[src/rtl/ssr_pkg.sv]
// Package for the synchronous serial port block: field positions, reset values
// and counts. Assumes a single 100 MHz system clock.
package ssr_pkg;
	// ==========================================================
	// Control register 1 fields
	localparam int CTL1_EN_BIT = 5;      // Port enable
	localparam int CTL1_CKP_BIT = 4;     // Clock idle polarity
	localparam int CTL1_MODE_MSB = 3;    // Mode field top bit
	localparam logic [7:0] CTL1_RESET = 8'h00;
	// Mode codes in control 1 bits 3:0
	localparam logic [3:0] MODE_MST_DIV4 = 4'h0;
	localparam logic [3:0] MODE_MST_DIV16 = 4'h1;
	localparam logic [3:0] MODE_MST_DIV64 = 4'h2;
	localparam logic [3:0] MODE_MST_BRG = 4'hA;
	localparam logic [3:0] MODE_SLV_SS = 4'h4;
	localparam logic [3:0] MODE_SLV_NOSS = 4'h5;
	// ==========================================================
	// Status register fields
	localparam int STAT_SMP_BIT = 7;     // Set: no sample event, shift takes last latched bit
	localparam int STAT_CKE_BIT = 6;     // Output on idle-to-active edge
	localparam int STAT_START_BIT = 3;   // Start detected
	localparam int STAT_BF_BIT = 0;      // Buffer full
	localparam logic [7:0] STAT_RESET = 8'h00;
	localparam logic [7:0] STAT_RW_MASK = 8'hC0;
	// ==========================================================
	// Counts
	localparam int BYTE_BITS = 8;
	localparam logic [7:0] BAUD_RESET = 8'h00;
	// Repeated start sequencer states
	typedef enum logic [2:0] {
		RS_IDLE, RS_SCL_LOW, RS_SDA_HIGH, RS_SCL_RISE, RS_BOTH_HIGH, RS_SDA_LOW
	} ssr_rs_e;
endpackage

[src/rtl/ssr_baud_gen.sv]
// Baud rate generator: reload counter with a one-cycle timeout pulse.
// Assumes reload comes from the address/baud register.
`timescale 1ns/10ps
module ssr_baud_gen
	import ssr_pkg::*;
#(
	parameter int W = 8
) (
	// Clock and reset
	input wire logic clk_i,
	input wire logic nrst_i,
	// Control
	input wire logic load_i,
	input wire logic run_i,
	input wire logic [W-1:0] reload_i,
	// Timeout
	output logic tick_o
);
	// ==========================================================
	// Counter
	logic [W-1:0] cnt_reg, cnt_next;

	// Count down; period is reload plus one cycles
	always_comb begin
		cnt_next = cnt_reg;
		tick_o = 1'b0;
		if (load_i) begin
			cnt_next = reload_i;
		end else if (run_i) begin
			if (cnt_reg == '0) begin
				tick_o = 1'b1;
				cnt_next = reload_i;
			end else begin
				cnt_next = cnt_reg - W'(1);
			end
		end
	end

	// Register
	always_ff @(posedge clk_i or negedge nrst_i) begin
		if (!nrst_i) begin
			cnt_reg <= '0;
		end else begin
			cnt_reg <= cnt_next;
		end
	end
endmodule

[src/rtl/ssr_shifter.sv]
// SPI bit engine: one byte shifted MSB first on given clock edges.
// Assumes edges are single-cycle pulses already synchronous to clk_i.
`timescale 1ns/10ps
module ssr_shifter
	import ssr_pkg::*;
(
	// Clock and reset
	input wire logic clk_i,
	input wire logic nrst_i,
	// Control
	input wire logic enable_i,
	input wire logic load_i,
	input wire logic [7:0] load_data_i,
	input wire logic sample_i,
	input wire logic shift_i,
	input wire logic sdi_i,
	// Results
	output logic sdo_o,
	output logic done_o,
	output logic [7:0] rx_data_o,
	output logic busy_o
);
	// ==========================================================
	// Shift state
	logic [7:0] sr_reg, sr_next;
	logic [3:0] cnt_reg, cnt_next;
	logic in_reg, in_next;

	// Sample latches the input bit, shift moves it in and pushes out next
	always_comb begin
		sr_next = sr_reg;
		cnt_next = cnt_reg;
		in_next = in_reg;
		done_o = 1'b0;
		if (!enable_i) begin
			cnt_next = 4'h0;
		end else if (load_i) begin
			sr_next = load_data_i;
			cnt_next = 4'h0;
		end else begin
			if (sample_i) begin
				in_next = sdi_i;
			end
			if (shift_i) begin
				sr_next = {sr_reg[6:0], sample_i ? sdi_i : in_reg};
				if (cnt_reg == 4'(BYTE_BITS - 1)) begin
					cnt_next = 4'h0;
					done_o = 1'b1;
				end else begin
					cnt_next = cnt_reg + 4'h1;
				end
			end
		end
	end

	assign sdo_o = sr_reg[7];
	assign rx_data_o = sr_next;
	assign busy_o = (cnt_reg != 4'h0);

	// Register
	always_ff @(posedge clk_i or negedge nrst_i) begin
		if (!nrst_i) begin
			sr_reg <= 8'h00;
			cnt_reg <= 4'h0;
			in_reg <= 1'b0;
		end else begin
			sr_reg <= sr_next;
			cnt_reg <= cnt_next;
			in_reg <= in_next;
		end
	end
endmodule

[src/rtl/ssr_serial_port.sv]
// Synchronous serial port: SPI master/slave plus I2C repeated start.
// Assumes all pin inputs are synchronous to CLK_SYS_I; software reaches
// the registers through plain write strobes and read ports.
//
// Functional notes
// - Control 1 fully readable and writable
// - Status bits 5:0 read-only, 7:6 writable
// - Baud register reloads the master rate generator
// - Shift register reachable only via buffer
// - Full byte copies to buffer, sets flag
// - Buffer write outside restart loads buffer, and shifter too if enabled
// - Control bits select mode, polarity, rate; status bit 6 selects phase
// - Master drives clock pin; slave takes it
// - Enable bit hands pins to serial port
// - Repeated start only accepted while idle
// - Pull SCL low, then SDA high one period
// - Release SCL, both high one period
// - SDA low one period, SCL low, finish
// - Start bit immediate; flag after timeout
// - Collision on SDA low or early SCL fall
`timescale 1ns/10ps
module ssr_serial_port
	import ssr_pkg::*;
(
	// Clock and reset
	input wire logic CLK_SYS_I,
	input wire logic NRST_I,
	// Register writes
	input wire logic CTL1_WR_I,
	input wire logic STAT_WR_I,
	input wire logic BUF_WR_I,
	input wire logic BAUD_WR_I,
	input wire logic [7:0] WDATA_I,
	input wire logic BUF_RD_I,
	// Flag clears and repeated start request
	input wire logic IRQ_FLAG_CLR_I,
	input wire logic COLL_CLR_I,
	input wire logic RSTART_REQ_I,
	// Register reads
	output logic [7:0] CTL1_O,
	output logic [7:0] STAT_O,
	output logic [7:0] BUF_O,
	output logic [7:0] BAUD_O,
	output logic IRQ_FLAG_O,
	output logic COLL_O,
	output logic RSTART_BUSY_O,
	output logic PORT_ACTIVE_O,
	// SPI pins
	input wire logic SCK_I,
	output logic SCK_O,
	output logic SCK_OE_O,
	input wire logic SDI_I,
	output logic SDO_O,
	output logic SDO_OE_O,
	input wire logic SS_N_I,
	// I2C pins, open drain
	input wire logic SCL_I,
	output logic SCL_O,
	output logic SCL_OE_O,
	input wire logic SDA_I,
	output logic SDA_O,
	output logic SDA_OE_O
);
	// ==========================================================
	// Register state
	logic [7:0] ctl1_reg, ctl1_next;
	logic [1:0] stat_hi_reg, stat_hi_next;
	logic [7:0] buf_reg, buf_next;
	logic [7:0] baud_reg, baud_next;
	logic bf_reg, bf_next;
	logic irq_reg, irq_next;
	logic start_reg, start_next;
	logic coll_reg, coll_next;

	// Decoded configuration
	logic en, ckp, smp, cke, master, use_ss;
	logic [3:0] mode;

	assign en = ctl1_reg[CTL1_EN_BIT];
	assign ckp = ctl1_reg[CTL1_CKP_BIT];
	assign mode = ctl1_reg[CTL1_MODE_MSB:0];
	assign smp = stat_hi_reg[1];
	assign cke = stat_hi_reg[0];

	// Master when mode is one of the clock-rate codes
	function automatic logic is_master(input logic [3:0] m);
		is_master = (m == MODE_MST_DIV4) || (m == MODE_MST_DIV16) ||
			(m == MODE_MST_DIV64) || (m == MODE_MST_BRG);
	endfunction

	assign master = is_master(mode);
	assign use_ss = (mode == MODE_SLV_SS);

	// ==========================================================
	// Master clock pacing
	logic brg_tick, brg_load, brg_run;
	logic [5:0] pre_reg, pre_next;
	logic half_tick;
	logic sck_int_reg, sck_int_next;
	logic rs_active;

	// Fixed dividers reuse a free prescaler; BRG mode uses the generator
	always_comb begin
		pre_next = pre_reg + 6'h01;
		half_tick = 1'b0;
		case (mode)
			MODE_MST_DIV4: half_tick = pre_reg[0];
			MODE_MST_DIV16: half_tick = &pre_reg[2:0];
			MODE_MST_DIV64: half_tick = &pre_reg[4:0];
			MODE_MST_BRG: half_tick = brg_tick;
			default: half_tick = 1'b0;
		endcase
	end

	// ==========================================================
	// SPI engine wiring
	logic sh_busy, sh_done, sh_sdo, lead_edge, trail_edge;
	logic sck_in_prev_reg, sck_in_prev_next;
	logic sck_active_level, sck_rise, sck_fall;
	logic slave_sel, sample_ev, shift_ev, spi_load;
	logic [7:0] rx_byte;
	logic master_run;

	logic sh_busy_or_load;
	logic load_pend_reg, load_pend_next;
	// Master toggles only while a byte is in flight or waiting to start
	assign sh_busy_or_load = sh_busy || load_pend_reg;
	assign master_run = en && master && sh_busy_or_load;

	// Edge view of the clock in both roles, relative to idle polarity
	assign sck_active_level = master ? sck_int_reg : SCK_I;
	assign sck_rise = sck_active_level && !sck_in_prev_reg;
	assign sck_fall = !sck_active_level && sck_in_prev_reg;
	// Leading edge leaves idle; trailing edge returns to idle
	assign lead_edge = ckp ? sck_fall : sck_rise;
	assign trail_edge = ckp ? sck_rise : sck_fall;
	assign slave_sel = !use_ss || !SS_N_I;

	// Sample on leading edge (cke=1 samples on trailing), shift on the other;
	// with smp set no sample event fires, so the shift edge takes the last latched bit
	assign sample_ev = en && slave_sel && (smp ? 1'b0 : (cke ? trail_edge : lead_edge));
	assign shift_ev = en && slave_sel && (cke ? lead_edge : trail_edge);

	// buffer write outside a restart loads the shifter at once, if the port is enabled
	assign spi_load = BUF_WR_I && !rs_active;

	ssr_shifter u_shifter (
		.clk_i(CLK_SYS_I),
		.nrst_i(NRST_I),
		.enable_i(en),
		.load_i(spi_load),
		.load_data_i(WDATA_I),
		.sample_i(sample_ev),
		.shift_i(shift_ev),
		.sdi_i(SDI_I),
		.sdo_o(sh_sdo),
		.done_o(sh_done),
		.rx_data_o(rx_byte),
		.busy_o(sh_busy)
	);

	// Master clock toggle and pending-load tracking
	always_comb begin
		sck_int_next = sck_int_reg;
		load_pend_next = load_pend_reg;
		sck_in_prev_next = sck_active_level;
		if (spi_load && master) begin
			load_pend_next = 1'b1;
		end else if (sh_busy) begin
			load_pend_next = 1'b0;
		end
		if (!en || !master) begin
			sck_int_next = ckp;
			load_pend_next = 1'b0;
		end else if (master_run && half_tick) begin
			sck_int_next = !sck_int_reg;
		end
	end

	// ==========================================================
	// Repeated start sequencer
	ssr_rs_e rs_reg, rs_next;
	logic scl_low_drive, sda_low_drive;
	logic scl_prev_reg;
	logic rs_coll, rs_done;

	assign rs_active = (rs_reg != RS_IDLE);

	always_comb begin
		rs_next = rs_reg;
		brg_load = 1'b0;
		scl_low_drive = 1'b0;
		sda_low_drive = 1'b0;
		rs_coll = 1'b0;
		rs_done = 1'b0;
		case (rs_reg)
			RS_IDLE: begin
				// ignored unless idle and no SPI byte in flight
				if (RSTART_REQ_I && en && !sh_busy_or_load) begin
					rs_next = RS_SCL_LOW;
				end
			end
			RS_SCL_LOW: begin
				// pull SCL low, wait to see it low
				scl_low_drive = 1'b1;
				if (!SCL_I) begin
					brg_load = 1'b1;
					rs_next = RS_SDA_HIGH;
				end
			end
			RS_SDA_HIGH: begin
				scl_low_drive = 1'b1;
				if (brg_tick) begin
					// SDA must be high at timeout
					if (SDA_I) begin
						rs_next = RS_SCL_RISE;
					end else begin
						rs_coll = 1'b1;
					end
				end
			end
			RS_SCL_RISE: begin
				// Rise taken against the previous sample, so a stretched clock waits
				if (SCL_I && !scl_prev_reg) begin
					if (!SDA_I) begin
						rs_coll = 1'b1;
					end else begin
						brg_load = 1'b1;
						rs_next = RS_BOTH_HIGH;
					end
				end
			end
			RS_BOTH_HIGH: begin
				// early SCL fall or SDA low
				if (!SCL_I || !SDA_I) begin
					rs_coll = 1'b1;
				end else if (brg_tick) begin
					rs_next = RS_SDA_LOW;
				end
			end
			RS_SDA_LOW: begin
				// SDA low one period, then SCL low, no reload
				sda_low_drive = 1'b1;
				if (brg_tick) begin
					rs_done = 1'b1;
					rs_next = RS_IDLE;
				end
			end
			default: rs_next = RS_IDLE;
		endcase
		// collision aborts and releases both lines
		if (rs_coll || !en) begin
			rs_next = RS_IDLE;
		end
	end

	// Generator runs during the sequence or for BRG master clocking
	assign brg_run = rs_active || (en && mode == MODE_MST_BRG && master_run);

	ssr_baud_gen #(
		.W(8)
	) u_baud (
		.clk_i(CLK_SYS_I),
		.nrst_i(NRST_I),
		.load_i(brg_load),
		.run_i(brg_run),
		.reload_i(baud_reg),
		.tick_o(brg_tick)
	);

	// SDA held low after completion until software drives the next event
	logic sda_hold_reg, sda_hold_next;
	assign sda_hold_next = rs_done ? 1'b1 : ((!en || rs_next != RS_IDLE) ? 1'b0 : sda_hold_reg);

	// ==========================================================
	// Register file next values
	always_comb begin
		ctl1_next = ctl1_reg;
		stat_hi_next = stat_hi_reg;
		buf_next = buf_reg;
		baud_next = baud_reg;
		bf_next = bf_reg;
		irq_next = irq_reg;
		start_next = start_reg;
		coll_next = coll_reg;
		// control 1 fully writable; reconfigure by rewrite
		if (CTL1_WR_I) begin
			ctl1_next = WDATA_I;
		end
		// only upper two status bits writable
		if (STAT_WR_I) begin
			stat_hi_next = WDATA_I[STAT_SMP_BIT:STAT_CKE_BIT];
		end
		if (BAUD_WR_I) begin
			baud_next = WDATA_I;
		end
		if (BUF_RD_I) begin
			bf_next = 1'b0;
		end
		// Clears first so simultaneous hardware events win
		if (IRQ_FLAG_CLR_I) begin
			irq_next = 1'b0;
		end
		if (COLL_CLR_I) begin
			coll_next = 1'b0;
		end
		// software buffer writes go only through this path
		if (spi_load) begin
			buf_next = WDATA_I;
		end
		// completed byte moves to buffer with flag
		if (sh_done) begin
			buf_next = rx_byte;
			bf_next = 1'b1;
			irq_next = 1'b1;
		end
		// start bit on the SDA fall; flag on timeout
		if (rs_reg == RS_SDA_LOW && !SDA_I && SCL_I) begin
			start_next = 1'b1;
		end
		if (rs_done) begin
			irq_next = 1'b1;
		end
		if (rs_next == RS_SCL_LOW && rs_reg == RS_IDLE) begin
			start_next = 1'b0;
		end
		if (rs_coll) begin
			coll_next = 1'b1;
		end
	end

	// Registers
	always_ff @(posedge CLK_SYS_I or negedge NRST_I) begin
		if (!NRST_I) begin
			ctl1_reg <= CTL1_RESET;
			stat_hi_reg <= 2'b00;
			buf_reg <= 8'h00;
			baud_reg <= BAUD_RESET;
			bf_reg <= 1'b0;
			irq_reg <= 1'b0;
			start_reg <= 1'b0;
			coll_reg <= 1'b0;
			pre_reg <= 6'h00;
			sck_int_reg <= 1'b0;
			sck_in_prev_reg <= 1'b0;
			load_pend_reg <= 1'b0;
			rs_reg <= RS_IDLE;
			scl_prev_reg <= 1'b1;
			sda_hold_reg <= 1'b0;
		end else begin
			ctl1_reg <= ctl1_next;
			stat_hi_reg <= stat_hi_next;
			buf_reg <= buf_next;
			baud_reg <= baud_next;
			bf_reg <= bf_next;
			irq_reg <= irq_next;
			start_reg <= start_next;
			coll_reg <= coll_next;
			pre_reg <= pre_next;
			sck_int_reg <= sck_int_next;
			sck_in_prev_reg <= sck_in_prev_next;
			load_pend_reg <= load_pend_next;
			rs_reg <= rs_next;
			scl_prev_reg <= SCL_I;
			sda_hold_reg <= sda_hold_next;
		end
	end

	// ==========================================================
	// Outputs
	assign CTL1_O = ctl1_reg;
	assign STAT_O = {stat_hi_reg, 2'b00, start_reg, 2'b00, bf_reg};
	assign BUF_O = buf_reg;
	assign BAUD_O = baud_reg;
	assign IRQ_FLAG_O = irq_reg;
	assign COLL_O = coll_reg;
	assign RSTART_BUSY_O = rs_active;
	// pins belong to the port only while enabled
	assign PORT_ACTIVE_O = en;
	// master drives the clock, slave leaves it an input
	assign SCK_O = sck_int_reg;
	assign SCK_OE_O = en && master;
	assign SDO_O = sh_sdo;
	// Slave with select releases data out while deselected
	assign SDO_OE_O = en && slave_sel;
	// Open drain: only ever drive low
	assign SCL_O = 1'b0;
	assign SCL_OE_O = scl_low_drive || (rs_done) || (sda_hold_reg && !rs_active);
	assign SDA_O = 1'b0;
	assign SDA_OE_O = sda_low_drive || (sda_hold_reg && !rs_active);
endmodule

[config.mk]
export PLATFORM = sky130hd
export DESIGN_NAME = ssr_serial_port
export DESIGN_NICKNAME = d
export VERILOG_FILES = /design/src/rtl/ssr_pkg.sv /design/src/rtl/ssr_baud_gen.sv /design/src/rtl/ssr_shifter.sv /design/src/rtl/ssr_serial_port.sv
export SDC_FILE = /design/constraint.sdc
export NUM_CORES = 1
export LEC_CHECK = 0
export BUFFER_PORTS_ARGS = -buffer_cell sky130_fd_sc_hd__clkbuf_2
export CAP_MARGIN = 20
export CORE_MARGIN = 8
export CORE_UTILIZATION = 40
export CTS_CLUSTER_SIZE = 16
export DETAILED_ROUTE_END_ITERATION = 8
export PLACE_DENSITY_LB_ADDON = 0.3
export REMOVE_ABC_BUFFERS = 1
export SKIP_LAST_GASP = 1
export SLEW_MARGIN = 15
export SYNTH_ARGS = -nofsm -noshare
export SYNTH_HDL_FRONTEND = slang
export SYNTH_SLANG_ARGS = --single-unit
[constraint.sdc]
create_clock -name CLK_SYS_I -period 2.62 [get_ports CLK_SYS_I]
set_input_delay 0.262 -clock CLK_SYS_I [delete_from_list [all_inputs] [get_ports CLK_SYS_I]]
set_output_delay 0.262 -clock CLK_SYS_I [all_outputs]
set_load 0.01 [all_outputs]
# Word level (Yosys, flattened, before mapping)
# Cells that the tools add are included.
[totals] ff_bits=65 inputBits=23 out_inout_bits=44 elab_cells=165
[op_classes] n_addsub=3 n_eq_ne=12 mux=67 bitwise=1 n_reduce_logical=63
[ops] op="$mux 8" n=8
[ops] op="$mux 1" n=41
[ops] op="$mux 3" n=10
[ops] op="$logic_and 1x1->1" n=19
[ops] op="$pmux 3 s6" n=1
[ops] op="$mux 4" n=4
[ops] op="$reduce_bool 2->1" n=7
[ops] op="$logic_or 1x1->1" n=13
[ops] op="$logic_not 1->1" n=12
[ops] op="$reduce_bool 3->1" n=4
[ops] op="$eq 4x3->1 const B" n=2
[ops] op="$logic_not 8->1" n=1
[ops] op="$sub 8x1->8 const B" n=1
[ops] op="$add 6x1->6 const B" n=1
[ops] op="$eq 3x1->1 const B" n=2
[ops] op="$eq 3x2->1 const B" n=2
[ops] op="$eq 3x3->1 const B" n=2
[ops] op="$reduce_and 5->1" n=1
[ops] op="$add 4x1->4 const B" n=1
[ops] op="$eq 4x1->1 const B" n=1
[ops] op="$eq 4x2->1 const B" n=1
[ops] op="$eq 4x4->1 const B" n=1
[ops] op="$logic_not 4->1" n=1
[ops] op="$pmux 1 s4" n=1
[ops] op="other kinds (9)" n=9

# Depth between registers and ports, before layout
# Gate-level depths: netlist of run 1.
[logic_depth] depth_word=18 mapped_depth=9 mapped_depth_nobuf=9

# Hierarchy
# From an unflattened synthesis of run 1, not the netlist that was laid out.
[unflattened] hier_cells=316 area_unflattened_um2=3403.3
[modules_own_cells] mod="ssr_serial_port" n_inst=1 cells_each=195 area_per_inst_um2=2102.0 seq_area_each_um2=1077.3
[modules_own_cells] mod="ssr_shifter" n_inst=1 cells_each=60 area_per_inst_um2=691.9 seq_area_each_um2=325.3
[modules_own_cells] mod="ssr_baud_gen" n_inst=1 cells_each=61 area_per_inst_um2=609.3 seq_area_each_um2=200.2

# Worst setup path before layout of run 1
# OpenSTA, ideal clock, no wires.
[synth_path] path_kind="flip-flop to flip-flop" start="register ctl1_reg[1], in the netlist CTL1_O[1]" end="register u_shifter.cnt_reg[1]" setup_ns=0.123 arrival_ns=2.024 t_required_ns=2.497 slack_ns=0.474 path_stages_with_launch=7 path_buffers=1 synth_period_minus_slack_ns=2.146 cell_sequence="dfrtp_1 o41ai_2 and4bb_1 nor2_1 buf_2 mux2i_1 nor2_1"
[synth_between] elab_chain_len=11 elab_cells_between_ends=20 cone_classes="eq/ne: 5; mux: 4; reduce/logical: 11"
[synth_lines] element="start, declared" line_no="ssr_serial_port.sv:66" source="logic [7:0] ctl1_reg, ctl1_next;"
[synth_lines] element="start signal, assigned" line_no="ssr_serial_port.sv:351" source="ctl1_reg <= ctl1_next;"
[synth_lines] element="$eq 4x1->1 or $logic_not 4->1 (tied branches)" line_no="ssr_serial_port.sv:87" source="is_master = (m == MODE_MST_DIV4) || (m == MODE_MST_DIV16) ||"
[synth_lines] element="$logic_or 1x1->1 (2 in series)" line_no="ssr_serial_port.sv:87"
[synth_lines] element="$logic_or 1x1->1" line_no="ssr_serial_port.sv:88" source="(m == MODE_MST_DIV64) || (m == MODE_MST_BRG);"
[synth_lines] element="$mux 1" line_no="ssr_serial_port.sv:131" source="assign sck_active_level = master ? sck_int_reg : SCK_I;"
[synth_lines] element="$logic_not 1->1" line_no="ssr_serial_port.sv:133" source="assign sck_fall = !sck_active_level && sck_in_prev_reg;"
[synth_lines] element="$logic_and 1x1->1" line_no="ssr_serial_port.sv:133"
[synth_lines] element="$mux 1, on equally long branches" line_no="ssr_serial_port.sv:136, ssr_serial_port.sv:135"
[synth_lines] element="$mux 1" line_no="ssr_serial_port.sv:142" source="assign shift_ev = en && slave_sel && (cke ? lead_edge : trail_edge);"
[synth_lines] element="$logic_and 1x1->1 (*)" line_no="ssr_serial_port.sv:142"
[synth_lines] element="$ne 3x1->1 (no line) (*)"
[synth_lines] element="end signal, assigned" line_no="ssr_shifter.sv:68" source="cnt_reg <= cnt_next;"
[synth_lines] element="end, declared" line_no="ssr_shifter.sv:26" source="logic [3:0] cnt_reg, cnt_next;"
# Mark *: on every way between the ends. The rest lies on a longest branch, timed or not.
# A chain may end at the register's enable or synchronous reset.

# Final worst setup path of run 1
[layout_path] start="register rs_reg[1]" end="output port SCL_OE_O"
[layout_between] elab_chain_len=8 elab_cells_between_ends=17 cone_classes="eq/ne: 4; mux: 6; reduce/logical: 7"
[layout_lines] element="start, declared" line_no="ssr_serial_port.sv:182" source="ssr_rs_e rs_reg, rs_next;"
[layout_lines] element="start signal, assigned" line_no="ssr_serial_port.sv:363" source="rs_reg <= rs_next;"
[layout_lines] element="branches (longest 7 deep; another with $eq 3x2->1)"
[layout_lines] element="$logic_or 1x1->1 (*)" line_no="ssr_serial_port.sv:388" source="assign SCL_OE_O = scl_low_drive || (rs_done) || (sda_hold_reg && !rs_active);"
[layout_lines] element="end, declared" line_no="ssr_serial_port.sv:59" source="output logic SCL_OE_O,"
# Every way passes the cells marked *.

==> insert_results.sql, run 1 <==
INSERT INTO impl_metrics (metric_group, metric, value, unit) VALUES
('placement', 'placement.setup.worst_slack', '327', 'ps'),
('layout', 'post-route-util', '0.495', ''),
('power', 'final_total_power', '3.06', 'mW'),
('placement', 'postPlaceCellArea', '0.00374', 'mm2'),
('layout', 'design_area', '0.00401', 'mm2'),
('yosys', 'postSynthRegisterBits', '64', ''),
('floorplanning', 'core.rowCount', '33', ''),
('clock_tree', 'h-tree-depth', '3', ''),
('timing', 'final.hold.worst_slack', '88.4', 'ps'),
('route', 'post_detailed_route_drc_marker_count', '0', ''),
('critical_path', 'worst_path_largest_cell_delay', '510', 'ps'),
('critical_path', 'endpoint_kind', 'output port', ''),
('yosys', 'synth_largest_type_area_fraction', '0.478', ''),
('timing', 'worst_margin_slew', '658', 'ps'),
('yosys', 'synth-seq-area-share', '0.486', ''),
('layout', 'layout.cells.most_common', 'dfrtp_1', ''),
('timing', 'timing.final.ws_setup', '192', 'ps'),
('placement', 'portBuffers', '60', ''),
('route', 'met2_wire_length', '3.77', 'mm'),
('layout', 'mostFrequentLayoutCells', 'dfrtp_1 (63), clkbuf_2 (60), nand2_1 (26), nor2_1 (19), a21oi_1 (19)', ''),
('critical_path', 'critical_path_launch_point', 'rs_reg[1]$_DFF_PN0_', ''),
('critical_path', 'startpoint_type', 'register', ''),
('clock_tree', 'tritoncts', 'done', ''),
('clock_tree', 'clock-root-buffer', 'clkbuf_8', ''),
('route', 'firstDrtPassIters', '5', ''),
('run_status', 'run_status', 'completed', ''),
('global_routing', 'via_count_of_the_first_global_routing_pass', '2740', ''),
('yosys', 'postSynth.asyncResetShare', '1.00', ''),
('power', 'power.density', '765', 'mW/mm2'),
('critical_path', 'r2r_end', 'u_shifter.cnt_reg[3]$_DFFE_PN0P_', ''),
('critical_path', 'r2r_slack', '320', 'ps'),
('timing', 'hold_violations', '0', ''),
('worst_hold_path', 'hp-class', 'in2reg', ''),
('floorplanning', 'fp.dieW', '107', 'um'),
('placement', 'gpl.final_weighted_congestion', '0.903', ''),
('timing', 'fin_setup_tns', '0', 'ps'),
('yosys', 'syn-cell-area', '0.00330', 'mm2'),
('global_routing', 'grt.total_usage', '0.151', ''),
('timing', 'finClkSkew', '7.67', 'ps'),
('layout', 'diodes', '0', ''),
('global_routing', 'antenna_found_initial', '0', ''),
('clock_tree', 'cts_buffers', '9', ''),
('route', 'vias_per_cell', '5.27', ''),
('route', 'wl_met3', '548', 'um'),
('critical_path', 'worstPathCellList', 'and4b_1, o21ai_0, buf_4, and2_1, nand2_1, a221oi_1, clkbuf_2', ''),
('floorplanning', 'floorplan.initialDensity', '0.408', ''),
('critical_path', 'critical_path_required', '2360', 'ps'),
('yosys', 'synth_cell_type_count', '56', ''),
('floorplanning', 'floorplan.die_area', '0.0114', 'mm2'),
('timing', 'setup_viol', '0', ''),
('timing', 'layout_worst_path_cycle_share', '0.927', ''),
('route', 'routed_wire_length_per_instance', '16.5', 'um'),
('critical_path', 'worst_r2r_path_depth', '7', ''),
('critical_path', 'critPathArrivalTime', '2170', 'ps'),
('route', 'routed_wl', '8.28', 'mm'),
('placement', 'detailed_place_hpwl', '6.22', 'mm'),
('clock_tree', 'clock-sinks', '64', ''),
('global_routing', 'grt_remaining_overflow', '0', ''),
('layout', 'final_layout_size_suffix_gt1_frac', '0.301', ''),
('global_routing', 'grt_start_max_net_pins', '41', ''),
('critical_path', 'setup.worst_path.end', 'SCL_OE_O', ''),
('clock_tree', 'worstSkewPairLatency', '340', 'ps'),
('floorplanning', 'die-height', '107', 'um'),
('layout', 'final_net_count', '421', ''),
('route', 'antenna_left', '0', ''),
('yosys', 'synth_area_leaders', 'dfrtp_1 (48%), mux2_2 (5.8%), nand2_1 (3.0%)', ''),
('yosys', 'yosysTopAreaCell', 'dfrtp_1', ''),
('clock_tree', 'clk_path_buf_depth', '2', ''),
('global_routing', 'grt_pass1_wl', '13.9', 'mm'),
('critical_path', 'rr_startpoint', 'CTL1_O[1]$_DFFE_PN0P_', ''),
('layout', 'post_layout_nonfiller_instances', '501', '');
[area by class of cell]
type / count / area (um2) / share of cell area
Tap cell: 105 / 131 / 0.0328
Sequential cell: 64 / 1600 / 0.400
Clock buffer: 10 / 138 / 0.0344
Clock inverter: 6 / 115 / 0.0287
Inverter: 14 / 52.6 / 0.0131
Timing Repair Buffer: 74 / 420 / 0.105
Multi-Input combinational cell: 228 / 1550 / 0.386
[how the worst min path moves through the flow]
stage                     startpoint                     to  slack [ps]  cells after the start
after floorplan               NRST_I  BAUD_O[0]$_DFFE_PN0P_         -30                      0
after global placement        NRST_I   BUF_O[0]$_DFFE_PN0P_         320                      1
after detailed placement      NRST_I   BUF_O[0]$_DFFE_PN0P_         320                      1
after CTS                   BUF_RD_I     bf_reg$_DFFE_PN0P_          80                      2
after global routing        BUF_RD_I     bf_reg$_DFFE_PN0P_         100                      2
final                       BUF_RD_I     bf_reg$_DFFE_PN0P_          90                      2
[critical path, delay by kind of cell, from the launching register on]
| kind | cells | cell delay (ps) |
|---|---|---|
| buf+inv | 2 | 330 |
| simple gates | 3 | 560 |
| flops | 1 | 510 |
| compound gates | 2 | 420 |
[where the power goes]
part	total [mW]	internal (mW)	switching, mW
Clock	1.06	0.663	0.400
Combinational	0.684	0.310	0.374
Sequential	1.32	1.15	0.165
[repair_timing]
item | CTS | global route
buffers inserted | 0 | 0
hold buffers | 1 | 0
endpoints found under the hold margin | 24 | 0
endpoints found under the setup margin | 0 | 1
gates resized for setup | 0 | 1
[logic make-up after synthesis]
group,count (synthesis),share of synthesized area
AOI/OAI and AO/OA,83,0.177
xor gates and xnor gates,4,0.0106
adders and majority gates,7,0.0265
buffers and inverters,38,0.0538
DFF,64,0.486
muxes,22,0.0735
other,1,0.00114
and+or+nand+nor,106,0.172
[layer usage]
metal / vias up / track usage
met3: 9 / 0.0426
li1: 1297 / -
met2: 68 / 0.232
met1: 1265 / 0.199
met4: 0 / 0.0503
met5: - / 0
[cell usage after synthesis, types with 3 or more instances]
library cell,number
o21ai_1,13
clkbuf_1,14
and2_1,3
nor2_1,19
nand3_1,7
a21oi_1,19
ha_1,7
nand2_1,26
mux2_2,17
o31ai_1,8
dfrtp_1,63
nand4_1,3
nor2b_1,4
a2bb2oi_1,7
or2_2,8
nor4b_1,3
nor3_1,12
buf_4,9
nand2b_1,4
xnor2_1,3
mux2i_1,4
nor3b_1,3
o221a_1,7
inv_1,14
o21ai_0,13
Note: power is estimated with default switching activity, not from simulation.
==> run 2: changes to the inputs <==
--- a/config.mk
+++ b/config.mk
@@ -11,10 +11,12 @@
 export CORE_UTILIZATION = 40
 export CTS_CLUSTER_SIZE = 16
 export DETAILED_ROUTE_END_ITERATION = 8
-export PLACE_DENSITY_LB_ADDON = 0.3
+export HOLD_SLACK_MARGIN = 0.03
+export PLACE_DENSITY_LB_ADDON = 0.1
 export REMOVE_ABC_BUFFERS = 1
 export SKIP_LAST_GASP = 1
 export SLEW_MARGIN = 15
 export SYNTH_ARGS = -nofsm -noshare
 export SYNTH_HDL_FRONTEND = slang
+export SYNTH_HIERARCHICAL = 1
 export SYNTH_SLANG_ARGS = --single-unit
==> run 2 against run 1 <==
The run now ends with setup timing left; die area rose by 2.6%; non-clock buffer count grew 30; utilization up 3.4 points; worst hold slack gained 19 ps; sequential power about the same; register-to-register slack got worse by 290 ps; sequential share of layout area decreased by 3.1 points; highest routed layer unchanged.
==> insert_results.sql, run 2 <==
INSERT INTO impl_metrics (metric_group, metric, value, unit) VALUES
('yosys', 'syn-mean-instance-area', '10.8', 'um2'),
('global_routing', 'via_count_of_the_first_global_routing_pass', '2942', ''),
('critical_path', 'worst_path_most_repeated_cell', 'inv_2', ''),
('clock_tree', 'cts_buffers', '9', ''),
('yosys', 'yosysTopAreaCell', 'dfrtp_1', ''),
('layout', 'diodes', '0', ''),
('floorplanning', 'floorplan.die_area', '0.0117', 'mm2'),
('floorplanning', 'fp.dieW', '108', 'um'),
('layout', 'final_net_count', '443', ''),
('critical_path', 'worst_r2r_path_depth', '13', ''),
('global_routing', 'grt_remaining_overflow', '0', ''),
('yosys', 'postSynth.asyncResetShare', '1.00', ''),
('route', 'detail_route.iter0.violations', '90', ''),
('critical_path', 'worst_path_largest_cell_delay', '390', 'ps'),
('clock_tree', 'clock-sinks', '64', ''),
('timing', 'drv_slew', '0', ''),
('global_routing', 'globalRouteMet1Util', '0.196', ''),
('critical_path', 'timing.critical_path.buf_inv', '4', ''),
('clock_tree', 'clk_pin_slew_worst_paths', '70', 'ps'),
('layout', 'layout.cells.most_common', 'dfrtp_1', ''),
('yosys', 'synth_area_leaders', 'dfrtp_1 (46%), mux2_2 (6.6%), a22o_1 (3.9%)', ''),
('critical_path', 'critPathArrivalTime', '2390', 'ps'),
('timing', 'layout_worst_path_cycle_share', '1.01', ''),
('clock_tree', 'h-tree-depth', '3', ''),
('placement', 'detailed_place_hpwl', '6.36', 'mm'),
('critical_path', 'crit_slowest_cell', 'dfrtp_1', ''),
('timing', 'fmaxAchievable', '0.377', 'GHz'),
('yosys', 'post_synth_most_frequent_cells', 'dfrtp_1 (63), nand2_1 (23), mux2_2 (20), inv_1 (19), nor2_1 (19)', ''),
('global_routing', 'grt_pass1_wl', '14.6', 'mm'),
('run_status', 'failed_checks', 'setup timing', ''),
('power', 'power.static_leakage', '2.07', 'nW'),
('yosys', 'syn-cell-area', '0.00340', 'mm2'),
('clock_tree', 'clk_path_buf_depth', '2', ''),
('route', 'route.vias.total', '2781', ''),
('power', 'power.density', '693', 'mW/mm2'),
('route', 'routed_wl', '8.92', 'mm'),
('floorplanning', 'core.rowCount', '33', ''),
('floorplanning', 'floorplan.initialDensity', '0.414', ''),
('route', 'post_detailed_route_drc_marker_count', '0', ''),
('global_routing', 'grt.total_usage', '0.158', ''),
('critical_path', 'critical_path_required', '2360', 'ps'),
('critical_path', 'timing.setup.critical_path_class', 'reg2out', ''),
('route', 'antenna_left', '0', ''),
('yosys', 'synthCells', '316', ''),
('timing', 'hold_violations', '0', ''),
('placement', 'placement.setup.worst_slack', '-312', 'ps'),
('timing', 'timing.final.ws_setup', '-34.7', 'ps'),
('yosys', 'synth-edff-count', '0', ''),
('yosys', 'synth_largest_type_area_fraction', '0.463', ''),
('worst_hold_path', 'worstHoldPathCells', '2', ''),
('critical_path', 'cp.depth', '10', ''),
('yosys', 'synth_cell_type_count', '65', ''),
('layout', 'mostFrequentLayoutCells', 'dfrtp_1 (61), clkbuf_2 (59), buf_4 (42), nand2_1 (20), mux2_2 (19)', ''),
('critical_path', 'worstPathCellList', 'nor2b_4, a211oi_4, nand2_2, o41ai_4, inv_2, nor4_4, buf_4, inv_2, a221oi_2, clkbuf_2', ''),
('timing', 'setup_viol', '1', ''),
('yosys', 'synth-seq-area-share', '0.471', ''),
('flow_run', 'maxCapViolCount', '0', ''),
('route', 'routed_wire_length_per_instance', '17.1', 'um'),
('floorplanning', 'num_io_pins', '67', ''),
('timing', 'finalCriticalPeriod', '2650', 'ps'),
('layout', 'post-route-util', '0.529', ''),
('timing', 'rsz0062_at_grt', 'true', ''),
('global_routing', 'grt_max_usage_layer', 'met2', ''),
('worst_hold_path', 'hp-class', 'in2reg', ''),
('critical_path', 'startpoint_type', 'register', ''),
('placement', 'gpl.final_weighted_congestion', '0.878', ''),
('clock_tree', 'tritoncts', 'done', ''),
('global_routing', 'grt_start_max_net_pins', '36', ''),
('layout', 'final_layout_size_suffix_gt1_frac', '0.421', ''),
('route', 'firstDrtPassIters', '6', ''),
('yosys', 'synthMostInstantiatedCell', 'dfrtp_1', ''),
('layout', 'area_growth', '27.7', '%'),
('yosys', 'postSynthRegisterBits', '64', ''),
('timing', 'final.hold.worst_slack', '107', 'ps'),
('critical_path', 'crit_family', 'compound AO/OA/AOI/OAI gates', ''),
('critical_path', 'endpoint_kind', 'output port', ''),
('floorplanning', 'die-height', '108', 'um'),
('route', 'vias_per_cell', '5.32', ''),
('run_status', 'run_status', 'complete, but fails checks', ''),
('power', 'worst_ir_drop_vdd', '0.000352', 'V'),
('yosys', 'top_ff_cell_synth', 'dfrtp_1', ''),
('global_routing', 'antenna_found_initial', '0', ''),
('placement', 'portBuffers', '60', ''),
('clock_tree', 'worstSkewPairLatency', '350', 'ps'),
('global_routing', 'use_met2', '0.253', ''),
('yosys', 'ys_warn_count', '6', ''),
('floorplanning', 'fp.coreArea', '0.00822', 'mm2'),
('clock_tree', 'clock-root-buffer', 'clkbuf_8', ''),
('critical_path', 'worstPathMaxFanout', '2', ''),
('global_routing', 'gr_met3_demand_resource', '0.0476', ''),
('timing', 'finClkSkew', '12.2', 'ps');
## run 2: cell count changes in the layout (fill, tap and decap cells not counted), sizes merged, moves of 6 or more
cell and delta:
mux2i +6, o221a -7, a21oi -12, a22o +14
or2 -7, buf +31, o31ai -8, o21ai -12
a2bb2oi -6, nor3 -6
## run 2: cell type report
| class | instances | area (um2) |
|---|---|---|
| clock buffer | 9 | 124 |
| clock inverter | 7 | 47.5 |
| tap | 105 | 131 |
| timing repair buffer | 104 | 637 |
| sequential | 64 | 1610 |
| fill | 744 | 3870 |
| multi-input combinational | 215 | 1730 |
| inverter | 19 | 71.3 |
## run 2: logic make-up after synthesis
logic type,synth area share
compound gates,0.152
xor+xnor,0.0180
fa+ha+maj,0.0257
buf+inv,0.0684
flops,0.471
mux,0.0989
other cells,0.00110
simple gates,0.165
## run 2: stage by stage
stage | setup TNS [ps] | std cells | power (mW) | cell area (um2)
after CTS | -103 | 519 | 3.01 | 4260
after floorplan | -6840 | 298 | 1.84 | 3260
after detailed placement | -1860 | 496 | 2.20 | 3940
after global routing | -849 | 523 | 3.21 | 4350
after global placement | -1060 | 496 | 2.20 | 3940
final | -34.7 | 523 | 3.01 | 4350
## run 2: path summary, 6_finish.rpt
kind | from | endpoint | slack, ps
max in group asynchronous | NRST_I | BUF_O[0]$_DFFE_PN0P_ | 1780
min in group asynchronous | NRST_I | BAUD_O[5]$_DFFE_PN0P_ | 460
max reg2reg | CTL1_O[3]$_DFFE_PN0P_ | sda_hold_reg$_DFFE_PN0P_ | 30
min reg2reg | pre_reg[4]$_DFF_PN0_ | pre_reg[4]$_DFF_PN0_ | 480
min | COLL_CLR_I | COLL_O$_DFFE_PN0P_ | 110
max | CTL1_O[3]$_DFFE_PN0P_ | SCL_OE_O | -30
## run 2: routing by layer
metal  wire (um)  up-vias
met5           0        -
met4          92        0
met3         447        8
met2        4420       84
met1        3970     1360
li1            -     1329
## run 2: what timing repair did
item                                    CTS  global route
endpoints found under the setup margin    8            14
hold endpoints to repair                 63             0
buffers inserted                          7             4
pin swaps                                13             5
cloned                                    0             0
hold buffers                              1             0
gates resized for setup                  20            17
## run 2: power breakdown
group          total [mW]  internal, mW  switching, mW
sequential           1.32          1.16          0.158
combinational       0.953         0.455          0.498
clock               0.743         0.342          0.401
total                3.01          1.96           1.06
==> run 3: changes to the inputs <==
--- a/config.mk
+++ b/config.mk
@@ -7,8 +7,10 @@
 export LEC_CHECK = 0
 export BUFFER_PORTS_ARGS = -buffer_cell sky130_fd_sc_hd__clkbuf_2
 export CAP_MARGIN = 20
+export CELL_PAD_IN_SITES_DETAIL_PLACEMENT = 0
+export CELL_PAD_IN_SITES_GLOBAL_PLACEMENT = 2
 export CORE_MARGIN = 8
-export CORE_UTILIZATION = 40
+export CORE_UTILIZATION = 35
 export CTS_CLUSTER_SIZE = 16
 export DETAILED_ROUTE_END_ITERATION = 8
 export HOLD_SLACK_MARGIN = 0.03
==> run 3 against run 2 <==
The flow still finishes with violations (setup timing); critical path depth is the same; cell count is 4.2% higher; combinational power fell by 5.6%; global-route usage fell by 1.4 points; first-iteration DRC count is 22% lower; utilization shrank 7.8 points; setup slack improved by 21 ps; largest power group unchanged.
==> insert_results.sql, run 3 (synthesized netlist as in run 2, its figures left out) <==
INSERT INTO impl_metrics (metric_group, metric, value, unit) VALUES
('timing', 'setup_viol', '1', ''),
('floorplanning', 'floorplan.die_area', '0.0131', 'mm2'),
('power', 'final_total_power', '3.07', 'mW'),
('power', 'power.static_leakage', '2.02', 'nW'),
('layout', 'post-route-util', '0.451', ''),
('critical_path', 'critPathArrivalTime', '2370', 'ps'),
('layout', 'final_layout_size_suffix_gt1_frac', '0.396', ''),
('critical_path', 'crit_family', 'compound AO/OA/AOI/OAI gates', ''),
('worst_hold_path', 'hp-class', 'in2reg', ''),
('power', 'power.density', '709', 'mW/mm2'),
('critical_path', 'r2r_slack', '120', 'ps'),
('power', 'worst_ir_drop_vdd', '0.000259', 'V'),
('clock_tree', 'tritoncts', 'done', ''),
('critical_path', 'cp.depth', '10', ''),
('global_routing', 'grt_pass1_wl', '14.7', 'mm'),
('route', 'met2_wire_length', '4.14', 'mm'),
('clock_tree', 'cts_buffers', '9', ''),
('clock_tree', 'clk_path_buf_depth', '2', ''),
('clock_tree', 'clock-root-buffer', 'clkbuf_8', ''),
('critical_path', 'setup.worst_path.end', 'SCL_OE_O', ''),
('timing', 'timing.final.ws_setup', '-13.5', 'ps'),
('timing', 'rsz0062_at_grt', 'true', ''),
('critical_path', 'endpoint_kind', 'output port', ''),
('global_routing', 'antenna_found_initial', '0', ''),
('worst_hold_path', 'worstHoldPathCells', '1', ''),
('floorplanning', 'core.rowCount', '36', ''),
('floorplanning', 'floorplan.initialDensity', '0.355', ''),
('clock_tree', 'h-tree-depth', '3', ''),
('route', 'wl_met3', '339', 'um'),
('critical_path', 'startpoint_type', 'register', ''),
('timing', 'finalCriticalPeriod', '2630', 'ps'),
('route', 'highest_layer', 'met4', ''),
('layout', 'final_net_count', '438', ''),
('route', 'firstDrtPassIters', '4', ''),
('layout', 'area_growth', '27.1', '%'),
('critical_path', 'critical_path_launch_point', 'CTL1_O[1]$_DFFE_PN0P_', ''),
('critical_path', 'worst_path_most_repeated_cell', 'buf_4', ''),
('timing', 'worst_margin_slew', '540', 'ps'),
('timing', 'layout_worst_path_cycle_share', '1.01', ''),
('run_status', 'run_status', 'complete, but fails checks', ''),
('timing', 'fin_setup_tns', '-13.5', 'ps'),
('timing', 'hold_violations', '0', ''),
('flow_run', 'maxCapViolCount', '0', ''),
('clock_tree', 'worstSkewPairLatency', '350', 'ps'),
('layout', 'area.sequential', '0.00161', 'mm2'),
('critical_path', 'worstPathCellList', 'a211oi_2, nand2_1, o41ai_2, buf_4, inv_4, nor4_4, buf_4, inv_2, a221oi_2, buf_2', ''),
('floorplanning', 'die-height', '115', 'um'),
('critical_path', 'timing.setup.critical_path_class', 'reg2out', ''),
('floorplanning', 'fp.coreArea', '0.00959', 'mm2'),
('timing', 'max-slew-margin-rel', '0.639', ''),
('route', 'antenna_left', '0', ''),
('critical_path', 'timing.critical_path.buf_inv', '5', ''),
('critical_path', 'r2r_end', 'sda_hold_reg$_DFFE_PN0P_', ''),
('layout', 'diodes', '0', ''),
('route', 'vias_per_cell', '5.08', ''),
('layout', 'multi_input_area', '0.00169', 'mm2'),
('route', 'detail_route.iter0.violations', '70', ''),
('run_status', 'failed_checks', 'setup timing', ''),
('critical_path', 'worstPathMaxFanout', '3', ''),
('timing', 'fmaxAchievable', '0.380', 'GHz'),
('route', 'post_detailed_route_drc_marker_count', '0', ''),
('layout', 'num-fill-cells', '958', ''),
('placement', 'placement.setup.worst_slack', '-171', 'ps'),
('timing', 'drv_slew', '0', ''),
('route', 'routedLengthMet1', '4.42', 'mm'),
('floorplanning', 'num_io_pins', '67', ''),
('layout', 'layout.cells.most_common', 'dfrtp_1', ''),
('clock_tree', 'clock-sinks', '64', ''),
('global_routing', 'grt.total_usage', '0.144', ''),
('global_routing', 'grt_start_max_net_pins', '65', ''),
('critical_path', 'worst_path_largest_cell_delay', '440', 'ps'),
('route', 'routed_wire_length_per_instance', '16.5', 'um'),
('route', 'routed_wl', '9.02', 'mm'),
('layout', 'design_area', '0.00433', 'mm2'),
('route', 'route.vias.total', '2767', ''),
('placement', 'detailed_place_hpwl', '6.47', 'mm'),
('critical_path', 'crit_slowest_cell', 'dfrtp_2', ''),
('global_routing', 'grt_remaining_overflow', '0', ''),
('placement', 'gpl.final_weighted_congestion', '0.787', ''),
('layout', 'mostFrequentLayoutCells', 'dfrtp_1 (61), clkbuf_2 (58), buf_4 (37), nand2_1 (21), mux2_2 (20)', ''),
('placement', 'portBuffers', '60', ''),
('floorplanning', 'fp.dieW', '115', 'um'),
('critical_path', 'worst_r2r_path_depth', '16', ''),
('clock_tree', 'clk_pin_slew_worst_paths', '70', 'ps'),
('timing', 'finClkSkew', '8.51', 'ps'),
('global_routing', 'via_count_of_the_first_global_routing_pass', '2759', ''),
('critical_path', 'rr_startpoint', 'u_shifter/cnt_reg[0]$_DFFE_PN0P_', ''),
('placement', 'postPlaceCellArea', '0.00398', 'mm2'),
('critical_path', 'critical_path_required', '2360', 'ps');
-- run 3: stage by stage --
step,std cells,hold slack [ps]
detailed placement,523,314
CTS,543,70.4
finish,545,92.9
floorplan,298,-33.6
global placement,523,313
global route,545,87.9
-- run 3: worst min-delay path by stage --
| stage | start | endpoint | slack, ps |
|---|---|---|---|
| 2_1_floorplan | NRST_I | BAUD_O[0]$_DFFE_PN0P_ | -30 |
| 3_5_place_dp | NRST_I | u_baud/cnt_reg[0]$_DFFE_PN0P_ | 310 |
| 5_1_grt | SCL_I | scl_prev_reg$_DFF_PN1_ | 90 |
| 6_report | SCL_I | scl_prev_reg$_DFF_PN1_ | 90 |
| 4_1_cts | SCL_I | scl_prev_reg$_DFF_PN1_ | 70 |
| 3_3_place_gp | NRST_I | u_baud/cnt_reg[0]$_DFFE_PN0P_ | 310 |
-- run 3: report_power, final --
group	switching, mW	total (mW)	internal [mW]
Sequential	0.175	1.33	1.16
Clock	0.401	0.832	0.430
Combinational	0.468	0.900	0.432
-- run 3: timing repair --
item	CTS	global route
pin swaps	5	7
endpoints found under the hold margin	63	0
setup endpoints to repair	8	16
setup buffers	4	2
gates resized for setup	12	14
hold buffers	1	0
-- run 3: final cells by class --
class,count,share of cell area
clock buffers,9,0.0286
clock inverters,6,0.0142
inverters,19,0.0171
multi-input cells,215,0.390
flip-flops and latches,64,0.371
well taps,133,0.0385
repair buffers,99,0.141
-- run 3: layer usage --
| metal | vias up | global-route usage |
|---|---|---|
| met1 | 1388 | 0.190 |
| met3 | 13 | 0.0338 |
| met2 | 45 | 0.218 |
| met4 | 0 | 0.0639 |
| met5 | - | 0 |
| li1 | 1321 | - |
